$ cat src/core/keypad_port_defs.svh
/*
 Timing counts, field positions and reset values for the keypad port block.
 Assumes a 100 MHz core clock; included by bare name.
*/
`ifndef KEYPAD_PORT_DEFS_SVH
`define KEYPAD_PORT_DEFS_SVH

// Register byte offsets
`define OFS_PORT_CTRL 12'h000
`define OFS_SCAN_OUT 12'h004
`define OFS_CARRIER_HIGH 12'h008
`define OFS_CARRIER_LOW 12'h00C
`define OFS_CARRIER_CTRL 12'h010
`define OFS_PIN_STATUS 12'h014

// Port control fields
`define BIT_SCAN_OUTPUT 0
`define BIT_S01_PULLDOWN 1
`define BIT_S0_INPUT 2
`define BIT_SECOND_INPUT_OR_TX_INDICATOR_MODE 3
`define BIT_STOP_RELEASE_EN 4
`define BIT_KEY_RET_PULLDOWN 5
`define BIT_S3_INPUT 6
`define BIT_S3_PULLDOWN 7
`define PORT_CTRL_RESET 8'h09

`define SCAN_OUT_RESET 8'hFF

// Carrier widths: 250 ns step, 64 us maximum, 256 steps
`define CARRIER_STEP_NS 250
`define CLK_PERIOD_NS 10
`define CARRIER_STEP_CYCLES (`CARRIER_STEP_NS / `CLK_PERIOD_NS)
`define CARRIER_WIDTH_RESET 8'h00

`endif

$ cat src/core/keypad_port_pkg.sv
/*
 Types shared by the keypad port block.
 Assumes nothing beyond a SystemVerilog compiler.
*/
package keypad_port_pkg;
  typedef enum logic [1:0] {
    resp_okay = 2'b00,
    resp_slverr = 2'b10
  } axi_resp_t;
  typedef enum {
    car_idle,
    car_high,
    car_low
  } carrier_state_t;
endpackage : keypad_port_pkg

$ cat src/core/carrier_if.sv
/*
 Carrier timing bundle between the port top and the carrier generator.
 Assumes one clock domain.
*/
`timescale 1ns/1ps
`default_nettype none
interface carrier_if;
  logic enable;
  logic [7:0] high_steps;
  logic [7:0] low_steps;
  logic level;
  logic active;
  modport ctrl (output enable, output high_steps, output low_steps, input level, input active);
  modport gen (input enable, input high_steps, input low_steps, output level, output active);
endinterface : carrier_if
`default_nettype wire

$ cat src/core/keypad_port.sv
/*
 Normal-mode pin logic of an infrared remote keypad controller: key scan port,
 key return inputs, special inputs, transmit indicator and carrier output,
 controlled over AXI4-Lite. Assumes a 100 MHz clk and pads that resolve
 the enables and pull-down requests into pin levels.
*/
// Notes on behaviour
// - Scan port direction switched as one group
// - Output mode drives scan lines to matrix
// - One bit sets first two special pull-downs
// - Released first special input is off, high-z
// - Indicator low while carrier transmits, else high
// - Carrier widths programmable 250 ns to 64 us
// - Stop release enable adds pull-down, allows wake
// - Release disabled: plain input, never wakes
// - Reset: third input high-z, release disabled
// - One bit sets all key return pull-downs
// - Fourth input has pull-down and off mode
`timescale 1ns/1ps
`default_nettype none
`include "keypad_port_defs.svh"
module keypad_port (
  // Clock and reset
  input wire logic clk,
  input wire logic reset_n,
  // AXI4-Lite write address and data
  input wire logic [11:0] s_axi_awaddr,
  input wire logic s_axi_awvalid,
  output logic s_axi_awready,
  input wire logic [31:0] s_axi_wdata,
  input wire logic [3:0] s_axi_wstrb,
  input wire logic s_axi_wvalid,
  output logic s_axi_wready,
  // AXI4-Lite write response
  output logic [1:0] s_axi_bresp,
  output logic s_axi_bvalid,
  input wire logic s_axi_bready,
  // AXI4-Lite read
  input wire logic [11:0] s_axi_araddr,
  input wire logic s_axi_arvalid,
  output logic s_axi_arready,
  output logic [31:0] s_axi_rdata,
  output logic [1:0] s_axi_rresp,
  output logic s_axi_rvalid,
  input wire logic s_axi_rready,
  // Key scan lines
  input wire logic [7:0] key_scan_io_lines_in,
  output logic [7:0] key_scan_io_lines_out,
  output logic key_scan_io_lines_oe_n,
  output logic key_scan_pulldown,
  // Key return inputs
  input wire logic [3:0] key_return_inputs,
  output logic key_return_pulldown,
  // Special inputs
  input wire logic first_special_input,
  output logic first_special_enable,
  output logic first_second_pulldown,
  input wire logic second_input_or_tx_indicator_in,
  output logic second_input_or_tx_indicator_out,
  output logic second_input_or_tx_indicator_oe_n,
  input wire logic stop_release_input,
  output logic stop_release_pulldown,
  output logic stop_wake,
  input wire logic fourth_special_input,
  output logic fourth_special_enable,
  output logic fourth_special_pulldown,
  // Carrier
  output logic ir_carrier_output
);
  logic [7:0] port_ctrl;
  logic [7:0] scan_out;
  logic [7:0] carrier_high;
  logic [7:0] carrier_low;
  logic carrier_en;
  logic [7:0] scan_meta;
  logic [7:0] scan_sync;
  logic [7:0] pins_meta;
  logic [7:0] pins_sync;
  logic [11:0] wr_addr;
  logic [31:0] wr_data;
  logic [3:0] wr_strb;
  logic have_aw;
  logic have_w;
  logic do_write;
  carrier_if car ();

  //////////////////////////////////////////////////////////////////////////////
  // Register bus

  function automatic logic mapped(input logic [11:0] a);
    mapped = a == `OFS_PORT_CTRL || a == `OFS_SCAN_OUT || a == `OFS_CARRIER_HIGH ||
      a == `OFS_CARRIER_LOW || a == `OFS_CARRIER_CTRL || a == `OFS_PIN_STATUS;
  endfunction : mapped

  // Address and data may arrive in either order; each is held until both are in
  always_ff @(posedge clk) begin
    if (!reset_n) begin
      have_aw <= 1'b0;
      wr_addr <= 12'h000;
    end else if (do_write) begin
      have_aw <= 1'b0;
    end else if (s_axi_awvalid && s_axi_awready) begin
      have_aw <= 1'b1;
      wr_addr <= {s_axi_awaddr[11:2], 2'b00};
    end
  end

  always_ff @(posedge clk) begin
    if (!reset_n) begin
      have_w <= 1'b0;
      wr_data <= 32'h00000000;
      wr_strb <= 4'h0;
    end else if (do_write) begin
      have_w <= 1'b0;
    end else if (s_axi_wvalid && s_axi_wready) begin
      have_w <= 1'b1;
      wr_data <= s_axi_wdata;
      wr_strb <= s_axi_wstrb;
    end
  end

  assign do_write = have_aw && have_w && !s_axi_bvalid;

  always_ff @(posedge clk) begin
    if (!reset_n) begin
      s_axi_awready <= 1'b0;
      s_axi_wready <= 1'b0;
    end else begin
      s_axi_awready <= !have_aw && !(s_axi_awvalid && s_axi_awready) && !s_axi_bvalid;
      s_axi_wready <= !have_w && !(s_axi_wvalid && s_axi_wready) && !s_axi_bvalid;
    end
  end

  always_ff @(posedge clk) begin
    if (!reset_n) begin
      s_axi_bvalid <= 1'b0;
      s_axi_bresp <= keypad_port_pkg::resp_okay;
    end else if (do_write) begin
      s_axi_bvalid <= 1'b1;
      s_axi_bresp <= mapped(wr_addr) ? keypad_port_pkg::resp_okay :
        keypad_port_pkg::resp_slverr;
    end else if (s_axi_bready) begin
      s_axi_bvalid <= 1'b0;
    end
  end

  // Only byte lane 0 carries data; writes without it change nothing
  always_ff @(posedge clk) begin
    if (!reset_n) begin
      port_ctrl <= `PORT_CTRL_RESET;
      scan_out <= `SCAN_OUT_RESET;
      carrier_high <= `CARRIER_WIDTH_RESET;
      carrier_low <= `CARRIER_WIDTH_RESET;
      carrier_en <= 1'b0;
    end else if (do_write && wr_strb[0]) begin
      unique case (wr_addr)
        `OFS_PORT_CTRL: port_ctrl <= wr_data[7:0];
        `OFS_SCAN_OUT: scan_out <= wr_data[7:0];
        `OFS_CARRIER_HIGH: carrier_high <= wr_data[7:0];
        `OFS_CARRIER_LOW: carrier_low <= wr_data[7:0];
        `OFS_CARRIER_CTRL: carrier_en <= wr_data[0];
        default: ;
      endcase
    end
  end

  always_ff @(posedge clk) begin
    if (!reset_n) begin
      s_axi_arready <= 1'b0;
      s_axi_rvalid <= 1'b0;
      s_axi_rdata <= 32'h00000000;
      s_axi_rresp <= keypad_port_pkg::resp_okay;
    end else if (s_axi_rvalid) begin
      if (s_axi_rready) begin
        s_axi_rvalid <= 1'b0;
      end
      s_axi_arready <= 1'b0;
    end else if (s_axi_arvalid && s_axi_arready) begin
      s_axi_arready <= 1'b0;
      s_axi_rvalid <= 1'b1;
      s_axi_rresp <= mapped({s_axi_araddr[11:2], 2'b00}) ? keypad_port_pkg::resp_okay :
        keypad_port_pkg::resp_slverr;
      unique case ({s_axi_araddr[11:2], 2'b00})
        `OFS_PORT_CTRL: s_axi_rdata <= {24'h000000, port_ctrl};
        `OFS_SCAN_OUT: s_axi_rdata <= {24'h000000, scan_sync};
        `OFS_CARRIER_HIGH: s_axi_rdata <= {24'h000000, carrier_high};
        `OFS_CARRIER_LOW: s_axi_rdata <= {24'h000000, carrier_low};
        `OFS_CARRIER_CTRL: s_axi_rdata <= {30'h0, car.active, carrier_en};
        `OFS_PIN_STATUS: s_axi_rdata <= {24'h000000, pins_sync};
        default: s_axi_rdata <= 32'h00000000;
      endcase
    end else begin
      s_axi_arready <= 1'b1;
    end
  end

  //////////////////////////////////////////////////////////////////////////////
  // Input synchronisers; no logic reads a pin before the second stage

  always_ff @(posedge clk) begin
    if (!reset_n) begin
      scan_meta <= 8'h00;
      scan_sync <= 8'h00;
      pins_meta <= 8'h00;
      pins_sync <= 8'h00;
    end else begin
      scan_meta <= key_scan_io_lines_in;
      scan_sync <= scan_meta;
      pins_meta <= {key_return_inputs, fourth_special_input, stop_release_input,
        second_input_or_tx_indicator_in, first_special_input};
      pins_sync <= pins_meta;
    end
  end

  //////////////////////////////////////////////////////////////////////////////
  // Carrier

  assign car.enable = carrier_en;
  assign car.high_steps = carrier_high;
  assign car.low_steps = carrier_low;

  carrier_gen u_carrier (
    .clk(clk),
    .reset_n(reset_n),
    .car(car)
  );

  //////////////////////////////////////////////////////////////////////////////
  // Pin control, all outputs registered

  always_ff @(posedge clk) begin
    if (!reset_n) begin
      key_scan_io_lines_oe_n <= 1'b0;
      key_scan_io_lines_out <= `SCAN_OUT_RESET;
      key_scan_pulldown <= 1'b0;
    end else begin
      key_scan_io_lines_oe_n <= !port_ctrl[`BIT_SCAN_OUTPUT];
      key_scan_io_lines_out <= scan_out;
      key_scan_pulldown <= !port_ctrl[`BIT_SCAN_OUTPUT];
    end
  end

  always_ff @(posedge clk) begin
    if (!reset_n) begin
      first_special_enable <= 1'b0;
      first_second_pulldown <= 1'b0;
      key_return_pulldown <= 1'b0;
      fourth_special_enable <= 1'b0;
      fourth_special_pulldown <= 1'b0;
    end else begin
      first_special_enable <= port_ctrl[`BIT_S0_INPUT];
      first_second_pulldown <= port_ctrl[`BIT_S01_PULLDOWN];
      key_return_pulldown <= port_ctrl[`BIT_KEY_RET_PULLDOWN];
      fourth_special_enable <= port_ctrl[`BIT_S3_INPUT];
      fourth_special_pulldown <= port_ctrl[`BIT_S3_INPUT] &&
        port_ctrl[`BIT_S3_PULLDOWN];
    end
  end

  always_ff @(posedge clk) begin
    if (!reset_n) begin
      second_input_or_tx_indicator_oe_n <= 1'b0;
      second_input_or_tx_indicator_out <= 1'b1;
      ir_carrier_output <= 1'b0;
    end else begin
      second_input_or_tx_indicator_oe_n <= !port_ctrl[`BIT_SECOND_INPUT_OR_TX_INDICATOR_MODE];
      second_input_or_tx_indicator_out <= !car.active;
      ir_carrier_output <= car.level;
    end
  end

  // Wake needs both the enable and a high level on the synchronised pin
  always_ff @(posedge clk) begin
    if (!reset_n) begin
      stop_release_pulldown <= 1'b0;
      stop_wake <= 1'b0;
    end else begin
      stop_release_pulldown <= port_ctrl[`BIT_STOP_RELEASE_EN];
      stop_wake <= port_ctrl[`BIT_STOP_RELEASE_EN] && pins_sync[2];
    end
  end

  //////////////////////////////////////////////////////////////////////////////
  // Checks

  a_scan_direction: assert property (@(posedge clk) disable iff (!reset_n)
    key_scan_io_lines_oe_n == key_scan_pulldown)
    else $error("scan pull-down not tied to input mode");
  a_scan_drive: assert property (@(posedge clk) disable iff (!reset_n)
    $changed(scan_out) |=> key_scan_io_lines_out == $past(scan_out))
    else $error("scan lines not driven from register");
  a_pair_pulldown: assert property (@(posedge clk) disable iff (!reset_n)
    do_write && wr_strb[0] && wr_addr == `OFS_PORT_CTRL |=>
    ##1 first_second_pulldown == $past(wr_data[`BIT_S01_PULLDOWN], 2))
    else $error("pair pull-down did not follow write");
  a_first_off: assert property (@(posedge clk) disable iff (!reset_n)
    !port_ctrl[`BIT_S0_INPUT] |=> !first_special_enable)
    else $error("first input not off");
  a_indicator_tx: assert property (@(posedge clk) disable iff (!reset_n)
    $rose(ir_carrier_output) |-> !second_input_or_tx_indicator_out)
    else $error("indicator not low while carrier runs");
  a_wake_gate: assert property (@(posedge clk) disable iff (!reset_n)
    stop_wake |-> $past(port_ctrl[`BIT_STOP_RELEASE_EN]) && stop_release_pulldown)
    else $error("wake without release enable");
  a_return_pulldown: assert property (@(posedge clk) disable iff (!reset_n)
    $changed(port_ctrl[`BIT_KEY_RET_PULLDOWN]) |=>
    key_return_pulldown == $past(port_ctrl[`BIT_KEY_RET_PULLDOWN]))
    else $error("return pull-down lagging");
  a_fourth_off: assert property (@(posedge clk) disable iff (!reset_n)
    fourth_special_pulldown |-> fourth_special_enable)
    else $error("pull-down on off-mode fourth input");
endmodule : keypad_port
`default_nettype wire

$ cat src/core/carrier_gen.sv
/*
 Carrier generator: alternating high and low phases, each (n+1) x 250 ns.
 Assumes widths are stable while enabled; new values apply at the next phase.
*/
`timescale 1ns/1ps
`default_nettype none
`include "keypad_port_defs.svh"
module carrier_gen (
  // Clock and reset
  input wire logic clk,
  input wire logic reset_n,
  // Timing and output
  carrier_if.gen car
);
  keypad_port_pkg::carrier_state_t state;
  logic [4:0] tick;
  logic [7:0] steps;
  logic step_done;

  assign step_done = (tick == 5'(`CARRIER_STEP_CYCLES - 1));

  always_ff @(posedge clk) begin
    if (!reset_n || state == keypad_port_pkg::car_idle || step_done) begin
      tick <= 5'h00;
    end else begin
      tick <= tick + 5'h01;
    end
  end

  always_ff @(posedge clk) begin
    if (!reset_n || !car.enable) begin
      state <= keypad_port_pkg::car_idle;
      steps <= 8'h00;
    end else begin
      unique case (state)
        keypad_port_pkg::car_idle: begin
          state <= keypad_port_pkg::car_high;
          steps <= car.high_steps;
        end
        keypad_port_pkg::car_high: begin
          if (step_done) begin
            if (steps == 8'h00) begin
              state <= keypad_port_pkg::car_low;
              steps <= car.low_steps;
            end else begin
              steps <= steps - 8'h01;
            end
          end
        end
        keypad_port_pkg::car_low: begin
          if (step_done) begin
            if (steps == 8'h00) begin
              state <= keypad_port_pkg::car_high;
              steps <= car.high_steps;
            end else begin
              steps <= steps - 8'h01;
            end
          end
        end
      endcase
    end
  end

  assign car.level = (state == keypad_port_pkg::car_high);
  assign car.active = (state != keypad_port_pkg::car_idle);

  // Length of the running high phase; a long repetition in the property
  // itself would be unrolled by the tools, so the cycles are counted here
  logic [12:0] high_len;

  always_ff @(posedge clk) begin
    if (!reset_n || !car.level) begin
      high_len <= 13'h0;
    end else begin
      high_len <= high_len + 13'h1;
    end
  end

  a_high_width: assert property (@(posedge clk) disable iff (!reset_n)
    $fell(car.level) && car.enable |->
    32'(high_len) == (32'(car.high_steps) + 32'h1) * `CARRIER_STEP_CYCLES)
    else $error("carrier high phase width wrong");
endmodule : carrier_gen
`default_nettype wire

$ cat config.mk
export PLATFORM = sky130hd
export DESIGN_NAME = keypad_port
export DESIGN_NICKNAME = d
export VERILOG_FILES = /design/src/core/keypad_port_pkg.sv /design/src/core/carrier_if.sv /design/src/core/keypad_port.sv /design/src/core/carrier_gen.sv
export VERILOG_INCLUDE_DIRS = /design/src /design/src/core
export SDC_FILE = /design/constraint.sdc
export NUM_CORES = 1
export LEC_CHECK = 0
export ABC_AREA = 0
export ABC_CLOCK_PERIOD_IN_PS = 2300
export BUFFER_PORTS_ARGS = -buffer_cell sky130_fd_sc_hd__clkbuf_2
export CORE_MARGIN = 4
export CORE_UTILIZATION = 55
export CTS_BUF_LIST = sky130_fd_sc_hd__clkbuf_8
export DETAILED_ROUTE_END_ITERATION = 6
export PLACE_DENSITY = 0.82
export REMOVE_ABC_BUFFERS = 1
export SLEW_MARGIN = 5
export SYNTH_ARGS = -nofsm -noshare
export SYNTH_HDL_FRONTEND = slang
export SYNTH_HIERARCHICAL = 1
export SYNTH_SLANG_ARGS = --single-unit
$ cat constraint.sdc
create_clock -name clk -period 2.3 [get_ports clk]
set_input_delay 0.46 -clock clk [delete_from_list [all_inputs] [get_ports clk]]
set_output_delay 0.46 -clock clk [all_outputs]
set_load 0.02 [all_outputs]
==> results of run 1 <==
worst reg2reg max path: stages, from the launching register on:
cell and delay (ns):
sky130_fd_sc_hd__dfxtp_1 0.37, sky130_fd_sc_hd__inv_1 0.10, sky130_fd_sc_hd__ha_1 0.20, sky130_fd_sc_hd__or3b_2 0.62, sky130_fd_sc_hd__o31ai_2 0.47, sky130_fd_sc_hd__a21oi_1 0.14, sky130_fd_sc_hd__o22ai_1 0.16
cell usage after synthesis, types with 3 or more instances:
cell type,n,area (um2)
sky130_fd_sc_hd__buf_4,28,210
sky130_fd_sc_hd__nand4b_1,3,26.3
sky130_fd_sc_hd__nor3_1,6,30.0
sky130_fd_sc_hd__nand3_1,23,115
sky130_fd_sc_hd__nand2b_1,14,87.6
sky130_fd_sc_hd__nor2_1,18,67.6
sky130_fd_sc_hd__ha_1,7,87.6
sky130_fd_sc_hd__mux4_1,7,184
sky130_fd_sc_hd__inv_1,21,78.8
sky130_fd_sc_hd__a31oi_1,4,25.0
sky130_fd_sc_hd__o211a_1,3,30.0
sky130_fd_sc_hd__a222oi_1,6,60.1
sky130_fd_sc_hd__nand2_1,50,188
sky130_fd_sc_hd__a21oi_1,31,155
sky130_fd_sc_hd__o211ai_1,3,22.5
sky130_fd_sc_hd__o22ai_1,3,18.8
sky130_fd_sc_hd__buf_1,6,22.5
sky130_fd_sc_hd__a211oi_1,8,60.1
sky130_fd_sc_hd__buf_6,4,45.0
sky130_fd_sc_hd__mux2_2,7,78.8
sky130_fd_sc_hd__and2_1,37,231
sky130_fd_sc_hd__o31ai_1,3,22.5
sky130_fd_sc_hd__xor2_1,3,26.3
sky130_fd_sc_hd__nor4b_1,3,26.3
sky130_fd_sc_hd__o21ai_0,36,180
sky130_fd_sc_hd__dfxtp_1,135,2700
sky130_fd_sc_hd__o31a_2,3,30.0
sky130_fd_sc_hd__mux2i_1,27,270
sky130_fd_sc_hd__clkbuf_1,21,78.8
sky130_fd_sc_hd__nand4_1,5,31.3
sky130_fd_sc_hd__nand4_2,3,37.5
kinds of logic after synthesis:
group / after synthesis / share of synthesized area [%]
buf+inv: 83 / 7.90
mux: 43 / 10.0
compound gates: 116 / 13.7
simple gates: 187 / 18.5
xor+xnor: 5 / 0.770
fa+ha+maj: 7 / 1.54
flops: 135 / 47.5
other cells: 1 / 0.0659
flip-flops by register name, indices dropped and copies added (netlist names), 2 cells and up:
register / count
wr_addr: 10
car.high_steps: 8
car.low_steps: 8
key_scan_io_lines_out: 8
pins_meta: 8
pins_sync: 8
port_ctrl: 8
s_axi_rdata: 8
scan_meta: 8
scan_out: 8
scan_sync: 8
u_carrier/steps: 8
wr_data: 8
u_carrier/tick: 5
u_carrier/state: 2
stage by stage:
step / utilization [%] / cells / hold WS, ns / power [mW] / cell area [um2]
after global placement: 61.3 / 768 / 0.418 / 2.75 / 6070
final: 66.1 / 800 / 0.223 / 5.06 / 6550
after global routing: 66.1 / 800 / 0.201 / 5.24 / 6550
after CTS: 66.1 / 800 / 0.197 / 5.10 / 6550
after floorplan: - / 541 / 0.393 / 2.64 / 5410
after detailed placement: 61.3 / 768 / 0.418 / 2.76 / 6070
final timing paths:
check	start	to	slack, ns
setup / recovery	u_carrier/steps[1]	u_carrier/steps[0]	0.17
hold / removal	key_scan_io_lines_in[3]	scan_meta[3]	0.22
setup reg to reg	u_carrier/steps[1]	u_carrier/steps[0]	0.17
hold reg to reg	scan_out[7]	key_scan_io_lines_out[7]	0.42
area by class of cell:
class | instances | area, um2 | share of cell area (%)
flip-flops and latches | 135 | 2700 | 41.2
multi-input cells | 384 | 2630 | 40.1
repair buffers | 94 | 490 | 7.48
clock inverters | 15 | 249 | 3.80
clock buffers | 17 | 234 | 3.57
well taps | 133 | 166 | 2.54
inverters | 22 | 82.6 | 1.26
power breakdown:
part           internal, mW  switching, mW  total [mW]  leakage, nW
registers              2.39         0.0343        2.43         1.10
logic                 0.103          0.182       0.285         1.50
clock network          1.41          0.936        2.34        0.236
total                  3.90           1.15        5.06         2.83
layer usage:
layer	GRT usage [%]	up-vias
met5	0	-
met4	8.64	0
met3	4.76	20
met2	37.4	170
met1	28.9	2137
li1	-	2153
==> impl_metrics.tcl, run 1 <==
set metrics [dict create \
    min_delay_path_depth 2 \
    flow.area_growth_from_synthesis_pct 15.2 \
    power_density_normalized_to_cell_area_mw_per_mm2 771 \
    netlist-cell-type-count 68 \
    detail_routed_net_length_per_standard_cell_um 16.3 \
    tritoncts "yes" \
    routed-wl-met2_um 6240 \
    boundaryPins 144 \
    cpPeakStageDelay_ns 0.62 \
    cts.repair_timing.setup_buffer_count 0 \
    via_count 4480 \
    data_required_time_of_the_worst_path_ns 2.66 \
    cp_data_arrival_time_ns 2.50 \
    clockRootBuffer "sky130_fd_sc_hd__clkbuf_8" \
    period_needed_ns 2.13 \
    initial_utilization_pct 57.4 \
    postRouteWirelength_um 13000 \
    globalplace.congestion 0.870 \
    drive_above_1_share_pct 22.6 \
    number_of_instances_in_the_synthesized_netlist 577 \
    nFillCells 818 \
    die_h_um 110 \
    period_share_pct 92.8 \
    worst_setup_hold_path_clk_slew_ns 0.08 \
    critical-path-top-delay-family "compound AO/OA/AOI/OAI gates" \
    run_status "finished clean" \
    endpoint_kind "register" \
    p_leak_nw 2.83 \
    ctsHoldBuffers 0 \
    grt_setup_unrepaired "no" \
    detailed_place_hpwl_um 9080 \
    min-delay-path-class "input pin to register" \
    cts_max_level 4 \
    max_slew.worst_pin.slew_ns 0.746 \
    rr_worst_depth 6 \
    critical_path_peak_fanout 13 \
    clock_tree.buffer_depth 2 \
    worstSkewPairLatency_ns 0.44 \
    floorplan.die.width_um 110 \
    ir_drop_uv 543 \
    die-area_mm2 0.0120 \
    synth-edff-count 0 \
    global_route_wire_length_before_repair_um 21000 \
    totalNegativeSetupSlack_ns 0 \
    grt_pass1_vias 4345 \
    portBuffers 86 \
    cts_inserted_buffers 17 \
    synth_sequential_area_ratio_pct 47.5 \
    criticalPathCategory "register to register" \
    number_of_clock_sinks 135 \
    clock-skew-final_ns 0.0120 \
    fmaxAchievable_ghz 0.468 \
    ant_nets 0 \
    crit_path_cell_trace "inv_1 -> ha_1 -> or3b_2 -> o31ai_2 -> a21oi_1 -> o22ai_1" \
    drt_drc_violations_left 0 \
    path_buf_inv 1 \
    grt_antenna_before_repair 0 \
    grt_start_max_net_pins 76 \
    slew_viol_final 0 \
    relSlewSlack_pct 50.1 \
    grtUsageTotal_pct 22.6 \
    wl_met1_um 5710 \
    highest-signal-layer "met4" \
    commonest_non_fill_non_tap_cells_in_the_layout "135 x sky130_fd_sc_hd__dfxtp_1, 86 x sky130_fd_sc_hd__clkbuf_2, 50 x sky130_fd_sc_hd__nand2_1" \
    critPathSlowestCell "sky130_fd_sc_hd__or3b_2" \
    synth.yosys.warnings 6 \
    final_common_cell "sky130_fd_sc_hd__dfxtp_1" \
    ys_dominant_reg_cell "sky130_fd_sc_hd__dfxtp_1" \
    hold_viol 0 \
    yosys_register_bits 135 \
    grt_residual_overflow 0 \
    drt-vias-per-instance 5.60 \
    dr.first_iter.drc_count 282 \
    cap_violations 0 \
    path_depth 6 \
    syn_area_per_cell_um2 9.86 \
    post-place-ws_ns 0.227 \
    met3WireLength_um 860 \
    core_region_area_mm2 0.00991 \
    antenna_cells_inserted 0 \
    final.setup.worst_slack_ns 0.165 \
    setup_viol 0 \
    nets 744 \
    drt_pass1_iterations 5 \
    cts.repair.resized 0 \
    critical_path.startpoint_type "register" \
    postSynth.asyncResetShare_pct 0 \
    synth_area_mm2 0.00569 \
    fp-row-count 36 \
]
Note: power is estimated with default switching activity, not from simulation.
==> run 2: changes to the inputs <==
CORE_MARGIN = not set   (was 4)
PLACE_DENSITY = not set   (was 0.82)
PLACE_DENSITY_LB_ADDON = 0.12   (was not set)
SKIP_LAST_GASP = 1   (was not set)
==> run 2 against run 1 <==
  * Via count shrank 2.2%
  * Register-to-register slack improved by 0.02 ns
  * Highest routed layer unchanged
  * Largest power group unchanged
  * Clock skew down 0.0018 ns
  * Sequential power hardly changed
  * Critical path depth is the same
  * Clock power fell by 16%
  * Critical path type unchanged
==> impl_metrics.tcl, run 2 (same netlist as run 1, synthesis figures left out) <==
set metrics [dict create \
    rr_worst_depth 6 \
    cts_inserted_buffers 17 \
    postLayoutCoreUtil_pct 65.6 \
    hold_sp "fourth_special_input" \
    grt_residual_overflow 0 \
    grt_start_max_net_pins 81 \
    max_reg_flops 10 \
    globalplace.congestion 0.918 \
    setup_viol 0 \
    dp.cells 769 \
    min_delay_worst_endpoint "pins_meta[3]" \
    detail_routed_net_length_per_standard_cell_um 15.1 \
    slew_viol_final 0 \
    worst_r2r_startpoint "u_carrier/steps[0]" \
    run_status "finished clean" \
    fmaxAchievable_ghz 0.473 \
    min_delay_path_depth 2 \
    regMostFlops "wr_addr" \
    fp-row-count 36 \
    totalNegativeSetupSlack_ns 0 \
    regToRegSetupSlack_ns 0.19 \
    detailed_place_hpwl_um 8600 \
    die-area_mm2 0.0108 \
    critical_path_peak_fanout 13 \
    clockRootBuffer "sky130_fd_sc_hd__clkbuf_8" \
    drt_pass1_iterations 5 \
    via_count 4383 \
    worstSkewPairLatency_ns 0.43 \
    crit_path_cell_trace "inv_1 -> ha_1 -> or3b_2 -> o31ai_2 -> a22oi_1 -> a21oi_1" \
    nets 745 \
    cts.repair_timing.setup_buffer_count 0 \
    critical_path.startpoint_type "register" \
    core_region_area_mm2 0.00991 \
    relSlewSlack_pct 48.8 \
    commonest_non_fill_non_tap_cells_in_the_layout "135 x sky130_fd_sc_hd__dfxtp_1, 86 x sky130_fd_sc_hd__clkbuf_2, 50 x sky130_fd_sc_hd__nand2_1" \
    global_route_wire_length_before_repair_um 19900 \
    data_required_time_of_the_worst_path_ns 2.65 \
    fin_cells 801 \
    flow.area_growth_from_synthesis_pct 14.3 \
    cp_data_arrival_time_ns 2.47 \
    period_share_pct 91.9 \
    max_slew.worst_pin.slew_ns 0.765 \
    ctsHoldBuffers 0 \
    final_common_cell "sky130_fd_sc_hd__dfxtp_1" \
    critPathSlowestCell "sky130_fd_sc_hd__or3b_2" \
    cts_max_level 4 \
    cap_violations 0 \
    cts.repair.resized 0 \
    layout.cell_area.non_filler_mm2 0.00650 \
    criticalPathCategory "register to register" \
    grt_pass1_vias 4091 \
    p_leak_nw 2.81 \
    clock_tree.buffer_depth 2 \
    drive_above_1_share_pct 22.9 \
    min-delay-path-class "input pin to register" \
    ant_nets 0 \
    portBuffers 86 \
    clock-skew-final_ns 0.0101 \
    power_density_normalized_to_cell_area_mw_per_mm2 721 \
    grt_setup_unrepaired "no" \
    hold_viol 0 \
    endpoint_kind "register" \
    worst_setup_hold_path_clk_slew_ns 0.09 \
    placement.cell_area_mm2 0.00609 \
    dr.first_iter.drc_count 216 \
    grtUsageTotal_pct 23.1 \
    grt_antenna_before_repair 0 \
    initial_utilization_pct 57.4 \
    floorplan.die.width_um 104 \
    ir_drop_uv 377 \
    tritoncts "yes" \
    cpPeakStageDelay_ns 0.62 \
    antenna_cells_inserted 0 \
    post-place-ws_ns 0.241 \
    final.setup.worst_slack_ns 0.186 \
    crit-reg2reg-capture "u_carrier/steps[3]" \
    number_of_clock_sinks 135 \
    postRouteWirelength_um 12100 \
    boundaryPins 144 \
    drt-vias-per-instance 5.47 \
    drt_drc_violations_left 0 \
    period_needed_ns 2.11 \
    die_h_um 104 \
]
[run 2: changes by cell type in the layout (fill, tap and decap cells not counted)]
cell                         delta
sky130_fd_sc_hd__bufinv_16      -5
sky130_fd_sc_hd__inv_8          +5
sky130_fd_sc_hd__inv_6          +2
sky130_fd_sc_hd__buf_12         +1
sky130_fd_sc_hd__clkinv_2       -1
sky130_fd_sc_hd__clkinv_8       +1
sky130_fd_sc_hd__clkinvlp_4     -1
sky130_fd_sc_hd__inv_1          -1
[run 2: routing by layer]
metal / wire (um) / GRT usage, % / up-vias
met2: 5520 / 37.4 / 157
li1: - / - / 2161
met4: 95 / 7.24 / 0
met5: 0 / 0 / -
met3: 659 / 4.22 / 12
met1: 5820 / 31.4 / 2053
[run 2: worst max-delay path by stage]
stage / startpoint / end / slack [ns]
floorplan: u_carrier/steps[2] / u_carrier/steps[7] / 0.42
global placement: u_carrier/steps[0] / u_carrier/steps[1] / 0.23
detailed placement: u_carrier/steps[0] / u_carrier/steps[1] / 0.24
CTS: u_carrier/steps[0] / u_carrier/steps[3] / 0.21
global route: u_carrier/steps[0] / u_carrier/steps[3] / 0.08
finish: u_carrier/steps[0] / u_carrier/steps[3] / 0.19
[run 2: critical path, delay by kind of cell (launching register included)]
family,cells,cell delay (ns)
AOI/OAI and AO/OA,3,0.80
adders and majority gates,1,0.20
buffers and inverters,1,0.10
DFF,1,0.32
and+or+nand+nor,1,0.62
[run 2: area by class of cell]
class	count	area (um2)
Fill cell	839	3410
Sequential cell	135	2700
Multi-Input combinational cell	384	2630
Timing Repair Buffer	95	510
Clock buffer	17	234
Clock inverter	15	173
Tap cell	133	166
Inverter	22	82.6
[run 2: metrics by stage]
| step | total power [mW] | hold WS [ns] |
|---|---|---|
| 6_report | 4.68 | 0.234 |
| 5_1_grt | 4.85 | 0.215 |
| 4_1_cts | 4.72 | 0.209 |
| 3_5_place_dp | 2.76 | 0.407 |
| 3_3_place_gp | 2.75 | 0.405 |
| 2_1_floorplan | 2.64 | 0.393 |
[run 2: power breakdown]
group          switching, mW  internal (mW)  total [mW]
Sequential            0.0325           2.39        2.42
Combinational          0.179          0.105       0.284
Clock                   1.05          0.921        1.97
Total                   1.26           3.42        4.68
